==> config.mk <==
export PLATFORM = sky130hd
export DESIGN_NAME = sev_event_report
export DESIGN_NICKNAME = d
export VERILOG_FILES = /design/src/common/sev_pkg.sv /design/src/sev_event_report.sv
export SDC_FILE = /design/constraint.sdc
export NUM_CORES = 1
export LEC_CHECK = 0
export BUFFER_PORTS_ARGS = -buffer_cell sky130_fd_sc_hd__buf_4
export CELL_PAD_IN_SITES_DETAIL_PLACEMENT = 1
export CELL_PAD_IN_SITES_GLOBAL_PLACEMENT = 1
export CORE_UTILIZATION = 41
export DETAILED_ROUTE_END_ITERATION = 10
export PLACE_DENSITY_LB_ADDON = 0.2
export SLEW_MARGIN = 20
export SYNTH_ARGS = -nofsm -noshare
export SYNTH_HDL_FRONTEND = slang
export SYNTH_SLANG_ARGS = --single-unit
==> constraint.sdc <==
create_clock -name sys_clk -period 2.2 [get_ports sys_clk]
set_input_delay 0.11 -clock sys_clk [delete_from_list [all_inputs] [get_ports sys_clk]]
set_output_delay 0.11 -clock sys_clk [all_outputs]
set_load 0.05 [all_outputs]
==> src/common/sev_pkg.sv <==
package sev_pkg;

  // Register byte addresses on the supervisor access path
  localparam logic [31:0] OFF_FLAGS = 32'h000c_c448;
  localparam logic [31:0] OFF_IND_MASK = 32'h000c_c44c;
  localparam logic [31:0] OFF_IND_CLR = 32'h000c_c450;
  localparam logic [31:0] OFF_IND_SET = 32'h000c_c454;
  localparam logic [31:0] OFF_INT_VIEW = 32'h000c_c458;
  localparam logic [31:0] OFF_INT_MASK = 32'h000c_c45c;
  localparam logic [31:0] OFF_INT_CLR = 32'h000c_c460;
  localparam logic [31:0] OFF_INT_SET = 32'h000c_c464;
  localparam logic [31:0] OFF_BAD_ADDR = 32'h000c_c468;
  localparam logic [31:0] OFF_ENDIAN = 32'h000c_c520;

  // Field layout
  localparam int FIELD_LO = 16;
  localparam int FIELD_W = 16;
  localparam int RXP_N = 8;
  localparam int BAD_BIT = 29;
  localparam int TXM_LO = 30;
  localparam int TXM_N = 2;
  localparam int GAP_N = 5;
  localparam int ENDIAN_BIT = 31;
  localparam int BAD_ADDR_LO = 2;

  // Reset values
  localparam logic [15:0] IND_MASK_RST = 16'h0000;
  localparam logic [15:0] INT_MASK_RST = 16'hffff;
  localparam logic [31:0] RDATA_RST = 32'h0000_0000;

  function automatic logic [31:0] bswap(input logic [31:0] d);
    return {d[7:0], d[15:8], d[23:16], d[31:24]};
  endfunction

endpackage

==> src/sev_event_report.sv <==
// Behaviour
// - Eight live receive-pending bits at flag bit 16
// - Unmapped supervisor access sets bad-access flag
// - Writing one clears bad-access flag
// - Notified transmit packet sets its marked flag
// - Each marked flag cleared by writing one
// - Indication mask hides flag bits on read
// - Indication mask readable, changed only via set/clear
// - Clear register ones clear indication mask bits
// - Set register ones set indication mask bits
// - Interrupt view shows flags not interrupt-masked
// - Interrupt mask read-only, changed via set/clear
// - Byte-order bit selects big-endian bus data
// - Clear register ones clear interrupt mask bits
// - Set register ones set interrupt mask bits
// - Capture first bad address until flag cleared
`timescale 1ns/1ps
module sev_event_report (
  input wire logic sys_clk,
  input wire logic rst,
  input wire logic sup_req,
  input wire logic sup_we,
  input wire logic [31:0] sup_addr,
  input wire logic [31:0] sup_wdata,
  input wire logic ext_hit,
  input wire logic [7:0] rx_pending,
  input wire logic [1:0] tx_mark_done,
  output logic sup_ack,
  output logic [31:0] sup_rdata,
  output logic irq,
  output logic big_endian
);

  logic sup_ack_reg;
  logic [31:0] sup_rdata_reg;
  logic irq_reg;
  logic endian_reg;
  logic bad_reg;
  logic bad_next;
  logic [1:0] txm_reg;
  logic [1:0] txm_next;
  logic [29:0] bad_addr_reg;
  logic [15:0] ind_mask_reg;
  logic [15:0] ind_mask_next;
  logic [15:0] int_mask_reg;
  logic [15:0] int_mask_next;

  logic take;
  logic wr;
  logic [31:0] wdata_le;
  logic [15:0] wfield;
  logic [15:0] raw_flags;
  logic [15:0] ind_view;
  logic [15:0] int_view;
  logic our_hit;
  logic bad_event;
  logic [31:0] rd_word;

  assign sup_ack = sup_ack_reg;
  assign sup_rdata = sup_rdata_reg;
  assign irq = irq_reg;
  assign big_endian = endian_reg;

  // A request is taken once; the host holds it until the acknowledge
  assign take = sup_req & ~sup_ack_reg;
  assign wr = take & sup_we;
  assign wdata_le = endian_reg ? sev_pkg::bswap(sup_wdata) : sup_wdata;
  assign wfield = wdata_le[sev_pkg::FIELD_LO +: sev_pkg::FIELD_W];

  // Pending bits are the FIFO levels themselves, so writes cannot touch them
  assign raw_flags = {txm_reg, bad_reg, {sev_pkg::GAP_N{1'b0}}, rx_pending};
  assign ind_view = raw_flags & ~ind_mask_reg;
  assign int_view = raw_flags & ~int_mask_reg;

  always_comb begin
    our_hit = 1'b1;
    rd_word = 32'h0000_0000;
    unique case (sup_addr)
      sev_pkg::OFF_FLAGS: begin
        rd_word[sev_pkg::FIELD_LO +: sev_pkg::FIELD_W] = ind_view;
      end
      sev_pkg::OFF_IND_MASK: begin
        rd_word[sev_pkg::FIELD_LO +: sev_pkg::FIELD_W] = ind_mask_reg;
      end
      sev_pkg::OFF_INT_VIEW: begin
        rd_word[sev_pkg::FIELD_LO +: sev_pkg::FIELD_W] = int_view;
      end
      sev_pkg::OFF_INT_MASK: begin
        rd_word[sev_pkg::FIELD_LO +: sev_pkg::FIELD_W] = int_mask_reg;
      end
      sev_pkg::OFF_BAD_ADDR: begin
        rd_word[31:sev_pkg::BAD_ADDR_LO] = bad_addr_reg;
      end
      sev_pkg::OFF_ENDIAN: begin
        rd_word[sev_pkg::ENDIAN_BIT] = endian_reg;
      end
      sev_pkg::OFF_IND_CLR, sev_pkg::OFF_IND_SET, sev_pkg::OFF_INT_CLR, sev_pkg::OFF_INT_SET: begin
        rd_word = 32'h0000_0000;
      end
      default: begin
        our_hit = 1'b0;
      end
    endcase
  end

  // Addresses claimed by other blocks of the device are not invalid
  assign bad_event = take & ~our_hit & ~ext_hit;

  // Bus answer
  always_ff @(posedge sys_clk) begin
    if (rst) begin
      sup_ack_reg <= 1'b0;
      sup_rdata_reg <= sev_pkg::RDATA_RST;
    end else begin
      sup_ack_reg <= take;
      if (take && !sup_we) begin
        sup_rdata_reg <= endian_reg ? sev_pkg::bswap(rd_word) : rd_word;
      end
    end
  end

  // Byte order control
  always_ff @(posedge sys_clk) begin
    if (rst) begin
      endian_reg <= 1'b0;
    end else if (wr && sup_addr == sev_pkg::OFF_ENDIAN) begin
      endian_reg <= wdata_le[sev_pkg::ENDIAN_BIT];
    end
  end

  // Sticky flags: a new event wins over a clear in the same cycle
  always_comb begin
    bad_next = bad_reg;
    txm_next = txm_reg;
    if (wr && sup_addr == sev_pkg::OFF_FLAGS) begin
      if (wdata_le[sev_pkg::BAD_BIT]) begin
        bad_next = 1'b0;
      end
      txm_next = txm_reg & ~wdata_le[sev_pkg::TXM_LO +: sev_pkg::TXM_N];
    end
    if (bad_event) begin
      bad_next = 1'b1;
    end
    txm_next = txm_next | tx_mark_done;
  end

  always_ff @(posedge sys_clk) begin
    if (rst) begin
      bad_reg <= 1'b0;
      txm_reg <= 2'b00;
    end else begin
      bad_reg <= bad_next;
      txm_reg <= txm_next;
    end
  end

  // Only the first bad address is kept, so the cause is not overwritten
  always_ff @(posedge sys_clk) begin
    if (rst) begin
      bad_addr_reg <= 30'h0000_0000;
    end else if (bad_event && !bad_reg) begin
      bad_addr_reg <= sup_addr[31:sev_pkg::BAD_ADDR_LO];
    end
  end

  // Masks change only through their set and clear locations
  always_comb begin
    ind_mask_next = ind_mask_reg;
    int_mask_next = int_mask_reg;
    if (wr) begin
      unique case (sup_addr)
        sev_pkg::OFF_IND_CLR: ind_mask_next = ind_mask_reg & ~wfield;
        sev_pkg::OFF_IND_SET: ind_mask_next = ind_mask_reg | wfield;
        sev_pkg::OFF_INT_CLR: int_mask_next = int_mask_reg & ~wfield;
        sev_pkg::OFF_INT_SET: int_mask_next = int_mask_reg | wfield;
        default: begin
          ind_mask_next = ind_mask_reg;
          int_mask_next = int_mask_reg;
        end
      endcase
    end
  end

  always_ff @(posedge sys_clk) begin
    if (rst) begin
      ind_mask_reg <= sev_pkg::IND_MASK_RST;
      int_mask_reg <= sev_pkg::INT_MASK_RST;
    end else begin
      ind_mask_reg <= ind_mask_next;
      int_mask_reg <= int_mask_next;
    end
  end

  // Registered request; lags the view by one cycle
  always_ff @(posedge sys_clk) begin
    if (rst) begin
      irq_reg <= 1'b0;
    end else begin
      irq_reg <= |int_view;
    end
  end

  property p_rxp_read;
    @(posedge sys_clk) disable iff (rst)
    (take && !sup_we && sup_addr == sev_pkg::OFF_FLAGS && !endian_reg)
      |=> sup_rdata_reg[23:16] == $past(rx_pending & ~ind_mask_reg[7:0]);
  endproperty
  a_rxp_read: assert property (p_rxp_read) else $error("pending bits misread");

  property p_bad_set;
    @(posedge sys_clk) disable iff (rst)
    bad_event |=> bad_reg && sup_ack_reg;
  endproperty
  a_bad_set: assert property (p_bad_set) else $error("bad access not flagged");

  property p_bad_clr;
    @(posedge sys_clk) disable iff (rst)
    (wr && sup_addr == sev_pkg::OFF_FLAGS && wdata_le[sev_pkg::BAD_BIT]) |=> !bad_reg;
  endproperty
  a_bad_clr: assert property (p_bad_clr) else $error("bad flag not cleared");

  property p_zero_keeps;
    @(posedge sys_clk) disable iff (rst)
    (wr && sup_addr == sev_pkg::OFF_FLAGS && !wdata_le[sev_pkg::BAD_BIT] && bad_reg) |=> bad_reg;
  endproperty
  a_zero_keeps: assert property (p_zero_keeps) else $error("zero write cleared flag");

  property p_txm_set;
    @(posedge sys_clk) disable iff (rst)
    tx_mark_done[0] |=> txm_reg[0] ##1
      (txm_reg[0] || $past(wr && sup_addr == sev_pkg::OFF_FLAGS && wdata_le[sev_pkg::TXM_LO]));
  endproperty
  a_txm_set: assert property (p_txm_set) else $error("marked flag lost");

  property p_txm_clr;
    @(posedge sys_clk) disable iff (rst)
    (wr && sup_addr == sev_pkg::OFF_FLAGS && wdata_le[sev_pkg::TXM_LO + 1] && !tx_mark_done[1]) |=> !txm_reg[1];
  endproperty
  a_txm_clr: assert property (p_txm_clr) else $error("marked flag not cleared");

  property p_ind_clr;
    @(posedge sys_clk) disable iff (rst)
    (wr && sup_addr == sev_pkg::OFF_IND_CLR) |=> (ind_mask_reg & $past(wfield)) == 16'h0000;
  endproperty
  a_ind_clr: assert property (p_ind_clr) else $error("indication mask not cleared");

  property p_ind_set;
    @(posedge sys_clk) disable iff (rst)
    (wr && sup_addr == sev_pkg::OFF_IND_SET) |=> (ind_mask_reg & $past(wfield)) == $past(wfield);
  endproperty
  a_ind_set: assert property (p_ind_set) else $error("indication mask not set");

  property p_int_clr;
    @(posedge sys_clk) disable iff (rst)
    (wr && sup_addr == sev_pkg::OFF_INT_CLR) |=> (int_mask_reg & $past(wfield)) == 16'h0000;
  endproperty
  a_int_clr: assert property (p_int_clr) else $error("interrupt mask not cleared");

  property p_int_set;
    @(posedge sys_clk) disable iff (rst)
    (wr && sup_addr == sev_pkg::OFF_INT_SET) |=> (int_mask_reg & $past(wfield)) == $past(wfield);
  endproperty
  a_int_set: assert property (p_int_set) else $error("interrupt mask not set");

  property p_mask_ro;
    @(posedge sys_clk) disable iff (rst)
    (wr && (sup_addr == sev_pkg::OFF_INT_MASK || sup_addr == sev_pkg::OFF_IND_MASK))
      |=> $stable(int_mask_reg) && $stable(ind_mask_reg);
  endproperty
  a_mask_ro: assert property (p_mask_ro) else $error("mask changed by view write");

  property p_addr_hold;
    @(posedge sys_clk) disable iff (rst)
    (bad_reg && bad_event) |=> $stable(bad_addr_reg);
  endproperty
  a_addr_hold: assert property (p_addr_hold) else $error("bad address overwritten");

  property p_irq;
    @(posedge sys_clk) disable iff (rst)
    (|int_view) |=> irq_reg;
  endproperty
  a_irq: assert property (p_irq) else $error("interrupt not raised");

  property p_irq_off;
    @(posedge sys_clk) disable iff (rst)
    (int_view == 16'h0000) |=> !irq_reg;
  endproperty
  a_irq_off: assert property (p_irq_off) else $error("interrupt not dropped");

  property p_big;
    @(posedge sys_clk) disable iff (rst)
    (take && !sup_we && endian_reg) |=> sup_rdata_reg == sev_pkg::bswap($past(rd_word));
  endproperty
  a_big: assert property (p_big) else $error("read not byte swapped");

  // A new event must survive a clear written in the same cycle
  property p_txm_win;
    @(posedge sys_clk) disable iff (rst)
    (wr && sup_addr == sev_pkg::OFF_FLAGS && (tx_mark_done & wdata_le[sev_pkg::TXM_LO +: sev_pkg::TXM_N]) != 2'b00)
      |=> (txm_reg & $past(tx_mark_done)) == $past(tx_mark_done);
  endproperty
  a_txm_win: assert property (p_txm_win) else $error("event lost to clear");

  property p_ind_keep;
    @(posedge sys_clk) disable iff (rst)
    (wr && (sup_addr == sev_pkg::OFF_IND_CLR || sup_addr == sev_pkg::OFF_IND_SET))
      |=> (ind_mask_reg & ~$past(wfield)) == ($past(ind_mask_reg) & ~$past(wfield));
  endproperty
  a_ind_keep: assert property (p_ind_keep) else $error("unwritten indication mask bit moved");

  property p_int_keep;
    @(posedge sys_clk) disable iff (rst)
    (wr && (sup_addr == sev_pkg::OFF_INT_CLR || sup_addr == sev_pkg::OFF_INT_SET))
      |=> (int_mask_reg & ~$past(wfield)) == ($past(int_mask_reg) & ~$past(wfield));
  endproperty
  a_int_keep: assert property (p_int_keep) else $error("unwritten interrupt mask bit moved");

  property p_ind_hold;
    @(posedge sys_clk) disable iff (rst)
    !(wr && (sup_addr == sev_pkg::OFF_IND_CLR || sup_addr == sev_pkg::OFF_IND_SET)) |=> $stable(ind_mask_reg);
  endproperty
  a_ind_hold: assert property (p_ind_hold) else $error("indication mask changed without write");

  property p_int_hold;
    @(posedge sys_clk) disable iff (rst)
    !(wr && (sup_addr == sev_pkg::OFF_INT_CLR || sup_addr == sev_pkg::OFF_INT_SET)) |=> $stable(int_mask_reg);
  endproperty
  a_int_hold: assert property (p_int_hold) else $error("interrupt mask changed without write");

  property p_view_read;
    @(posedge sys_clk) disable iff (rst)
    (take && !sup_we && sup_addr == sev_pkg::OFF_INT_VIEW && !endian_reg)
      |=> sup_rdata_reg[31:16] == $past(raw_flags & ~int_mask_reg);
  endproperty
  a_view_read: assert property (p_view_read) else $error("interrupt view misread");

  property p_addr_cap;
    @(posedge sys_clk) disable iff (rst)
    (bad_event && !bad_reg) |=> bad_addr_reg == $past(sup_addr[31:sev_pkg::BAD_ADDR_LO]);
  endproperty
  a_addr_cap: assert property (p_addr_cap) else $error("first bad address not captured");

  // Unmapped reads must not leak the previous word
  property p_rd_zero;
    @(posedge sys_clk) disable iff (rst)
    (bad_event && !sup_we) |=> sup_rdata_reg == 32'h0000_0000;
  endproperty
  a_rd_zero: assert property (p_rd_zero) else $error("unmapped read not zero");

  property p_endian_le;
    @(posedge sys_clk) disable iff (rst)
    (wr && sup_addr == sev_pkg::OFF_ENDIAN && !endian_reg) |=> endian_reg == $past(sup_wdata[sev_pkg::ENDIAN_BIT]);
  endproperty
  a_endian_le: assert property (p_endian_le) else $error("byte order write lost");

  // In big mode the control bit arrives in byte 0
  property p_endian_be;
    @(posedge sys_clk) disable iff (rst)
    (wr && sup_addr == sev_pkg::OFF_ENDIAN && endian_reg)
      |=> endian_reg == $past(sup_wdata[sev_pkg::ENDIAN_BIT - 24]);
  endproperty
  a_endian_be: assert property (p_endian_be) else $error("swapped byte order write lost");

endmodule // sev_event_report

### Word level (Yosys, flattened, before mapping)

Index checks and enable logic that the tools add are counted.

| word-level totals | value |
|---|---|
| input bits | 79 |
| output and inout bits | 35 |
| word-level logic and storage cells | 65 |
| flip-flop bits (word level) | 100 |

| cells by class | value |
|---|---|
| bitwise logic cells | 19 |
| muxes and demuxes | 12 |
| equality and inequality tests | 10 |
| reduce and logical (&&, ||, !) cells | 15 |

Operator list:

| cell | count |
|---|---|
| equality test 32 x 20 -> 1 bit (second input constant) | 10 |
| case mux 15 bit (5 select lines) | 1 |
| bitwise AND 16 bit | 4 |
| 2-to-1 mux 32 bit | 2 |
| case mux 16 bit (2 select lines) | 2 |
| NOT 16 bit | 3 |
| bitwise OR 16 bit | 2 |
| OR reduction 16 bit | 1 |
| 2-to-1 mux 14 bit | 1 |
| OR reduction 10 bit | 1 |
| nonzero test 2 bit | 4 |
| case mux 1 bit (6 select lines) | 1 |
| AND reduction 2 bit | 3 |
| bitwise AND 1 bit | 4 |
| logical AND 1 bit | 4 |
| 2-to-1 mux 1 bit | 4 |
| NOT 1 bit | 3 |
| bitwise AND 2 bit | 1 |
| zero test 1 bit | 2 |
| 2-to-1 mux 2 bit | 1 |
| NOT 2 bit | 1 |
| bitwise OR 2 bit | 1 |

### Longest topological paths before layout

Gate-level depths: netlist of run 1.

| logic depth | value |
|---|---|
| depth after elaboration | 8 |
| depth in mapped cells | 8 |
| mapped depth without buffers | 5 |

### Worst setup path after synthesis of run 1

OpenSTA, ideal clock, no wires.

| path | value |
|---|---|
| kind | flip-flop to flip-flop |
| start point | reg endian_reg (netlist: big_endian) |
| end point | reg (tool-made name) |
| clock period less this slack | 2.076 ns |
| data required time | 2.078 ns |
| path slack | 0.124 ns |
| cell stages (with the launch flop) | 5 |
| buffers on the path | 2 |
| arrival | 1.953 ns |
| setup time | 0.122 ns |
| path through | dfxtp_1 clkbuf_1 clkbuf_1 mux2_2 a311o_1 |

RTL lines:

| element | RTL line | RTL |
|---|---|---|
| from (decl) | sev_event_report.sv:37 | `logic endian_reg;` |
| from (signal assigned) | sev_event_report.sv:127 | `endian_reg <= wdata_le[sev_pkg::ENDIAN_BIT];` |

### Worst setup path in the final report of run 1

| path | value |
|---|---|
| start point | in sup_addr[14] |
| end point | reg sup_rdata_reg[21] (netlist: sup_rdata[21]) |

| between the ends | value |
|---|---|
| cells in the longest elaborated chain, start to end | 3 |
| elaborated cells between the ends (all ways) | 8 |
| classes of those cells | eq/ne: 5; mux: 3 |

RTL lines:

| element | RTL line | RTL |
|---|---|---|
| from (decl) | sev_event_report.sv:23 | `input wire logic [31:0] sup_addr,` |
| equality test 32 x 20 -> 1 bit | sev_event_report.sv:78 | `unique case (sup_addr)` |
| case mux 15 bit (5 select lines) or 2-to-1 mux 14 bit (tied branches) | sev_event_report.sv:78 |  |
| 2-to-1 mux 32 bit (*) | sev_event_report.sv:117 | `sup_rdata_reg <= endian_reg ? sev_pkg::bswap(rd_word) : rd_word;` |
| to (signal assigned) | sev_event_report.sv:113 | `sup_rdata_reg <= sev_pkg::RDATA_RST;` |
| to (signal assigned) | sev_event_report.sv:117 |  |
| to (decl) | sev_event_report.sv:35 | `logic [31:0] sup_rdata_reg;` |

Every way passes the cells marked *; elsewhere a longest branch is shown, timed or not.
A chain may end at the register's enable or synchronous reset.

==> flow_metrics.env, run 1 <==
export IMPL_hold_path_class="primary input to register"
export IMPL_ant_nets=0
export IMPL_cp_start_kind="primary input"
export IMPL_wl_per_cell_um=21.3
export IMPL_numCtsBuffers=9
export IMPL_rows=40
export IMPL_die_area_sq_um=12700
export IMPL_cts_htree_levels=3
export IMPL_hold_violations=0
export IMPL_synth_edf_count=0
export IMPL_path_clk_slew_ps=80
export IMPL_path_class="primary input to register"
export IMPL_synth_top_cell_by_area="dfxtp_1"
export IMPL_layout_nets=771
export IMPL_p_leak_nw=2.49
export IMPL_synthMostInstantiatedCell="dfxtp_1"
export IMPL_grt_pass1_wl_um=27900
export IMPL_initial_core_util=0.419
export IMPL_routabilityCongestion=0.890
export IMPL_peakVddDrop_mv=0.401
export IMPL_clock_latency_ps=370
export IMPL_maxCapViolations=0
export IMPL_finalCritPeriodShare=0.979
export IMPL_preCtsSetupSlack_ps=7.74
export IMPL_die_h_um=113
export IMPL_critPathArrivalTime_ps=2360
export IMPL_synthAdderAreaFrac=0
export IMPL_required_ps=2410
export IMPL_yosys_area_share_xor_xnor=0
export IMPL_dp_cells=807
export IMPL_dr_first_iter_drc_count=319
export IMPL_syn_to_final_growth_pct=32.6
export IMPL_place_hpwl_um=12900
export IMPL_drive_above_1_share=0.275
export IMPL_fin_skew_ps=19.6
export IMPL_core_area_sq_um=12000
export IMPL_grt_pass1_vias=5095
export IMPL_yosys_register_bits=100
export IMPL_wl_um=18000
export IMPL_cts_num_sinks=100
export IMPL_outcome="completed"
export IMPL_antenna_cells_inserted=0
export IMPL_antenna_found_initial=0
export IMPL_ys_async_sr_fraction=0
export IMPL_vias=5104
export IMPL_die_w_um=113
export IMPL_power_density_nw_per_um2=594
export IMPL_endpoint_kind="register"
export IMPL_worst_pin_slew_ps=765
export IMPL_synth_area_leaders="dfxtp_1, nand2_1, a22o_1"
export IMPL_yosysWarnings=0
export IMPL_synth_compound_area_share=0.245
export IMPL_placed_cell_area_sq_um=6120
export IMPL_synth_mux_area_frac=0.0738
export IMPL_grt_usage=0.284
export IMPL_ys_types=59
export IMPL_synthSimpleGateAreaFrac=0.238
export IMPL_yosysSeqAreaShare=0.398
export IMPL_synth_top_family_by_area="compound AO/OA/AOI/OAI gates"
export IMPL_cts_root_buf="clkbuf_16"
export IMPL_period_needed_ps=2150
export IMPL_grt_max_degree=50
export IMPL_synth_main_ff_cell="dfxtp_1"
export IMPL_synthesis_nets=641
export IMPL_gr_total_overflow=0
export IMPL_io_pins=114
export IMPL_via_per_inst=6.05
export IMPL_slew_headroom=0.486
export IMPL_fmax_ghz=0.464
export IMPL_setup_viol=0
export IMPL_drc=0
export IMPL_final_cells=844
export IMPL_drv_slew=0
export IMPL_syn_area_sq_um=5030
export IMPL_io_buffers=113
export IMPL_worst_slack_ps=45.8
export IMPL_synth_common_cells="dfxtp_1, nand2_1, nand3_1"
export IMPL_netlist_area_leader_share=0.398
export IMPL_rsz0062_at_grt="true"
export IMPL_critPathMaxFanout=10
export IMPL_clk_path_buf_depth=2
export IMPL_fin_area_sq_um=6670
export IMPL_syn_inst=562
export IMPL_first_pass_iters=4
export IMPL_tritoncts="built"
export IMPL_timing_hold_ws_ps=5.72
export IMPL_post_route_util=0.556
export IMPL_avgSynthCellArea_sq_um=8.96
==> worst max-delay path, stage by stage <==
cell           delay, ps
dlygate4sd3_1        540
buf_4                140
and4bb_2             280
and4_1               200
buf_4                180
and3b_1              230
a221oi_1             470
o221ai_1             220
==> final cells by class <==
cell class	instances	area [sq um]
clock buffer	9	225
fill	1386	5340
inverter	6	22.5
sequential	100	2000
tap	147	184
timing repair buffer	161	1310
multi-input combinational	414	2840
clock inverter	7	88.8
==> metal layers <==
metal,wire length (um),track usage
met1,7940,0.369
met2,8690,0.484
met3,875,0.0354
met4,444,0.105
met5,0,0
==> final timing paths <==
kind | startpoint | to | slack, ps | cells past startpoint
setup / recovery | sup_addr[14] | sup_rdata[21] | 50 | 8
hold reg to reg | sup_rdata[10] | sup_rdata[10] | 480 | 2
hold / removal | sup_addr[11] | bad_addr_reg[9] | 6 | 2
setup reg to reg | sup_ack | register | 270 | 6
==> stage by stage <==
| stage | setup TNS (ps) | total power, W |
|---|---|---|
| floorplan | 0 | 0.00207 |
| global placement | 0 | 0.00228 |
| detailed placement | 0 | 0.00229 |
| CTS | 0 | 0.00396 |
| global route | -310 | 0.00407 |
| finish | 0 | 0.00396 |
==> placed cells by master (no fill, tap or decap), types with 12 or more instances in the layout <==
cell,synthesis,routed
a21boi_0,14,14
a22o_1,23,23
a311o_1,17,16
buf_4,2,138
dfxtp_1,100,100
dlygate4sd3_1,0,19
mux2_2,17,17
mux2i_1,18,18
nand2_1,72,72
nand2b_1,16,16
nand3_1,37,36
nor2_1,32,32
o21ai_0,28,28
o221ai_1,16,16
o2bb2ai_1,12,12
==> power by group <==
group	internal (W)	switching, W	leakage (nW)
logic	0.000203	0.000228	1.53
clock network	0.000821	0.000852	0.152
registers	0.00184	0.0000212	0.810
total	0.00286	0.00110	2.49
==> logic make-up (layout without fill, tap and decap cells) <==
family | after synthesis | in the layout
compound gates | 157 | 157
simple gates | 221 | 222
buf+inv | 49 | 183
flops | 100 | 100
mux | 35 | 35
==> repair_timing <==
action	4_1_cts	5_1_grt
hold buffers	19	0
gates resized for setup	0	7
endpoints found under the hold margin	19	0
endpoints found under the setup margin	0	59
setup buffers	0	1
(Power assumes the default switching activity.)
==> run 2: changes to the inputs <==
--- a/config.mk
+++ b/config.mk
@@ -10,7 +10,8 @@
 export CELL_PAD_IN_SITES_GLOBAL_PLACEMENT = 1
 export CORE_UTILIZATION = 41
 export DETAILED_ROUTE_END_ITERATION = 10
-export PLACE_DENSITY_LB_ADDON = 0.2
+export GPL_TIMING_DRIVEN = 0
+export PLACE_DENSITY_LB_ADDON = 0.12
 export SLEW_MARGIN = 20
 export SYNTH_ARGS = -nofsm -noshare
 export SYNTH_HDL_FRONTEND = slang
==> run 2 against run 1 <==
Against the previous run:
- the flow now finishes with violations (design-rule violations)
- global-route usage increased by 1.6 points
- worst setup slack improved by 51 ps
- sequential cell count unchanged
- combinational power decreased by 0.9%
- wire length increased by 3.6%
- worst hold slack improved by 3.3 ps
- register-to-register slack got worse by 130 ps
- non-clock buffer count increased by 10
- largest cell class unchanged
- largest power group unchanged
==> flow_metrics.env, run 2 (synthesis gave the netlist of run 1 again) <==
export IMPL_die_w_um=113
export IMPL_dr_first_iter_drc_count=337
export IMPL_via_per_inst=5.96
export IMPL_worst_pin_slew_ps=805
export IMPL_core_area_sq_um=12000
export IMPL_preCtsSetupSlack_ps=-372
export IMPL_antenna_found_initial=0
export IMPL_die_area_sq_um=12700
export IMPL_reg2reg_slack_ps=140
export IMPL_p_leak_nw=2.44
export IMPL_io_pins=114
export IMPL_period_needed_ps=2100
export IMPL_finalCritPeriodShare=0.956
export IMPL_slew_headroom=0.463
export IMPL_tritoncts="built"
export IMPL_cts_root_buf="clkbuf_16"
export IMPL_vias=5086
export IMPL_cp_start_kind="primary input"
export IMPL_fin_area_sq_um=6580
export IMPL_timing_hold_ws_ps=9.01
export IMPL_routabilityCongestion=0.900
export IMPL_maxCapViolations=0
export IMPL_cts_htree_levels=3
export IMPL_whs_endpoint="bad_addr_reg[29]"
export IMPL_layout_common_cells="buf_4, dfxtp_1, nand2_1"
export IMPL_die_h_um=113
export IMPL_nFillCells=1412
export IMPL_cts_setup_buffers=0
export IMPL_final_cells=853
export IMPL_rsz0062_at_grt="false"
export IMPL_grt_pass1_vias=5306
export IMPL_initial_core_util=0.419
export IMPL_antenna_cells_inserted=0
export IMPL_grt_usage=0.300
export IMPL_peakVddDrop_mv=0.444
export IMPL_setup_viol=0
export IMPL_hold_path_class="primary input to register"
export IMPL_clk_path_buf_depth=2
export IMPL_power_density_nw_per_um2=606
export IMPL_required_ps=2480
export IMPL_placed_cell_area_sq_um=6060
export IMPL_worst_slack_ps=97.0
export IMPL_numCtsBuffers=9
export IMPL_critPathArrivalTime_ps=2380
export IMPL_place_hpwl_um=14100
export IMPL_final_common_cell="buf_4"
export IMPL_wl_per_cell_um=21.8
export IMPL_r2r_start="sup_ack"
export IMPL_drv_slew=0
export IMPL_multi_input_area_sq_um=2840
export IMPL_ant_nets=0
export IMPL_min_path_cells=2
export IMPL_io_buffers=112
export IMPL_dp_cells=821
export IMPL_grt_pass1_wl_um=29200
export IMPL_fmax_ghz=0.476
export IMPL_worst_r2r_path_depth=7
export IMPL_drive_above_1_share=0.251
export IMPL_grt_max_degree=20
export IMPL_clock_latency_ps=350
export IMPL_path_clk_slew_ps=70
export IMPL_holdCritStartpoint="sup_addr[31]"
export IMPL_cts_num_sinks=100
export IMPL_hold_violations=0
export IMPL_layout_nets=780
export IMPL_gr_total_overflow=0
export IMPL_drc=1
export IMPL_first_pass_iters=8
export IMPL_rows=40
export IMPL_syn_to_final_growth_pct=30.7
export IMPL_violations="design-rule violations"
export IMPL_path_class="primary input to register"
export IMPL_seq_area_sq_um=2000
export IMPL_outcome="finished, violations left"
export IMPL_endpoint_kind="register"
export IMPL_critPathMaxFanout=10
export IMPL_wl_um=18600
export IMPL_fin_skew_ps=5.84
[run 2: repair_timing]
action | in CTS | in global routing
hold buffers | 17 | 0
hold endpoints to repair | 17 | 0
endpoints found under the setup margin | 32 | 22
gates resized for setup | 4 | 4
[run 2: how the worst max path moves through the flow]
stage                            start              end  slack [ps]  cells past startpoint
final                     sup_addr[23]  bad_addr_reg[9]         100                      7
after global routing           sup_ack    sup_rdata[22]           5                      6
after CTS                   big_endian    sup_rdata[13]          70                      5
after detailed placement    big_endian    sup_rdata[25]        -370                      5
after global placement      big_endian     sup_rdata[4]        -320                      5
after floorplan             big_endian         register         120                      4
[run 2: power breakdown]
| part | internal [W] | total [W] | switching [W] | leakage (nW) |
|---|---|---|---|---|
| clock network | 0.000936 | 0.00170 | 0.000764 | 0.156 |
| registers | 0.00184 | 0.00186 | 0.0000197 | 0.810 |
| logic | 0.000193 | 0.000426 | 0.000234 | 1.48 |
[run 2: final cells by class]
type                       instances  area share
buffer                            42      0.0310
inverter                           6     0.00342
tap                              147      0.0280
clock inverter                     6      0.0124
multi-input combinational        413       0.431
timing repair buffer             129       0.154
clock buffer                      10      0.0363
sequential                       100       0.304
[run 2: through the flow]
step / util / setup TNS, ps / total power, W
after floorplan: - / 0 / 0.00207
after global placement: 0.504 / -16350 / 0.00228
after detailed placement: 0.504 / -17250 / 0.00229
after CTS: 0.546 / 0 / 0.00400
after global routing: 0.548 / 0 / 0.00411
final: 0.548 / 0 / 0.00399
[run 2: routing by layer]
metal / global-route usage / share of wire / vias to the layer above
li1: - / - / 2395
met1: 0.379 / 0.44 / 2529
met2: 0.529 / 0.50 / 145
met3: 0.0482 / 0.044 / 17
met4: 0.0818 / 0.012 / 0
met5: 0 / 0 / -
[run 2: critical path, cell delays in order]
cell and delay [ps]:
buf_4 120, nor4_1 570, nand4_1 370, a311o_1 540, and2_1 260, buf_2 220, o2bb2ai_1 190
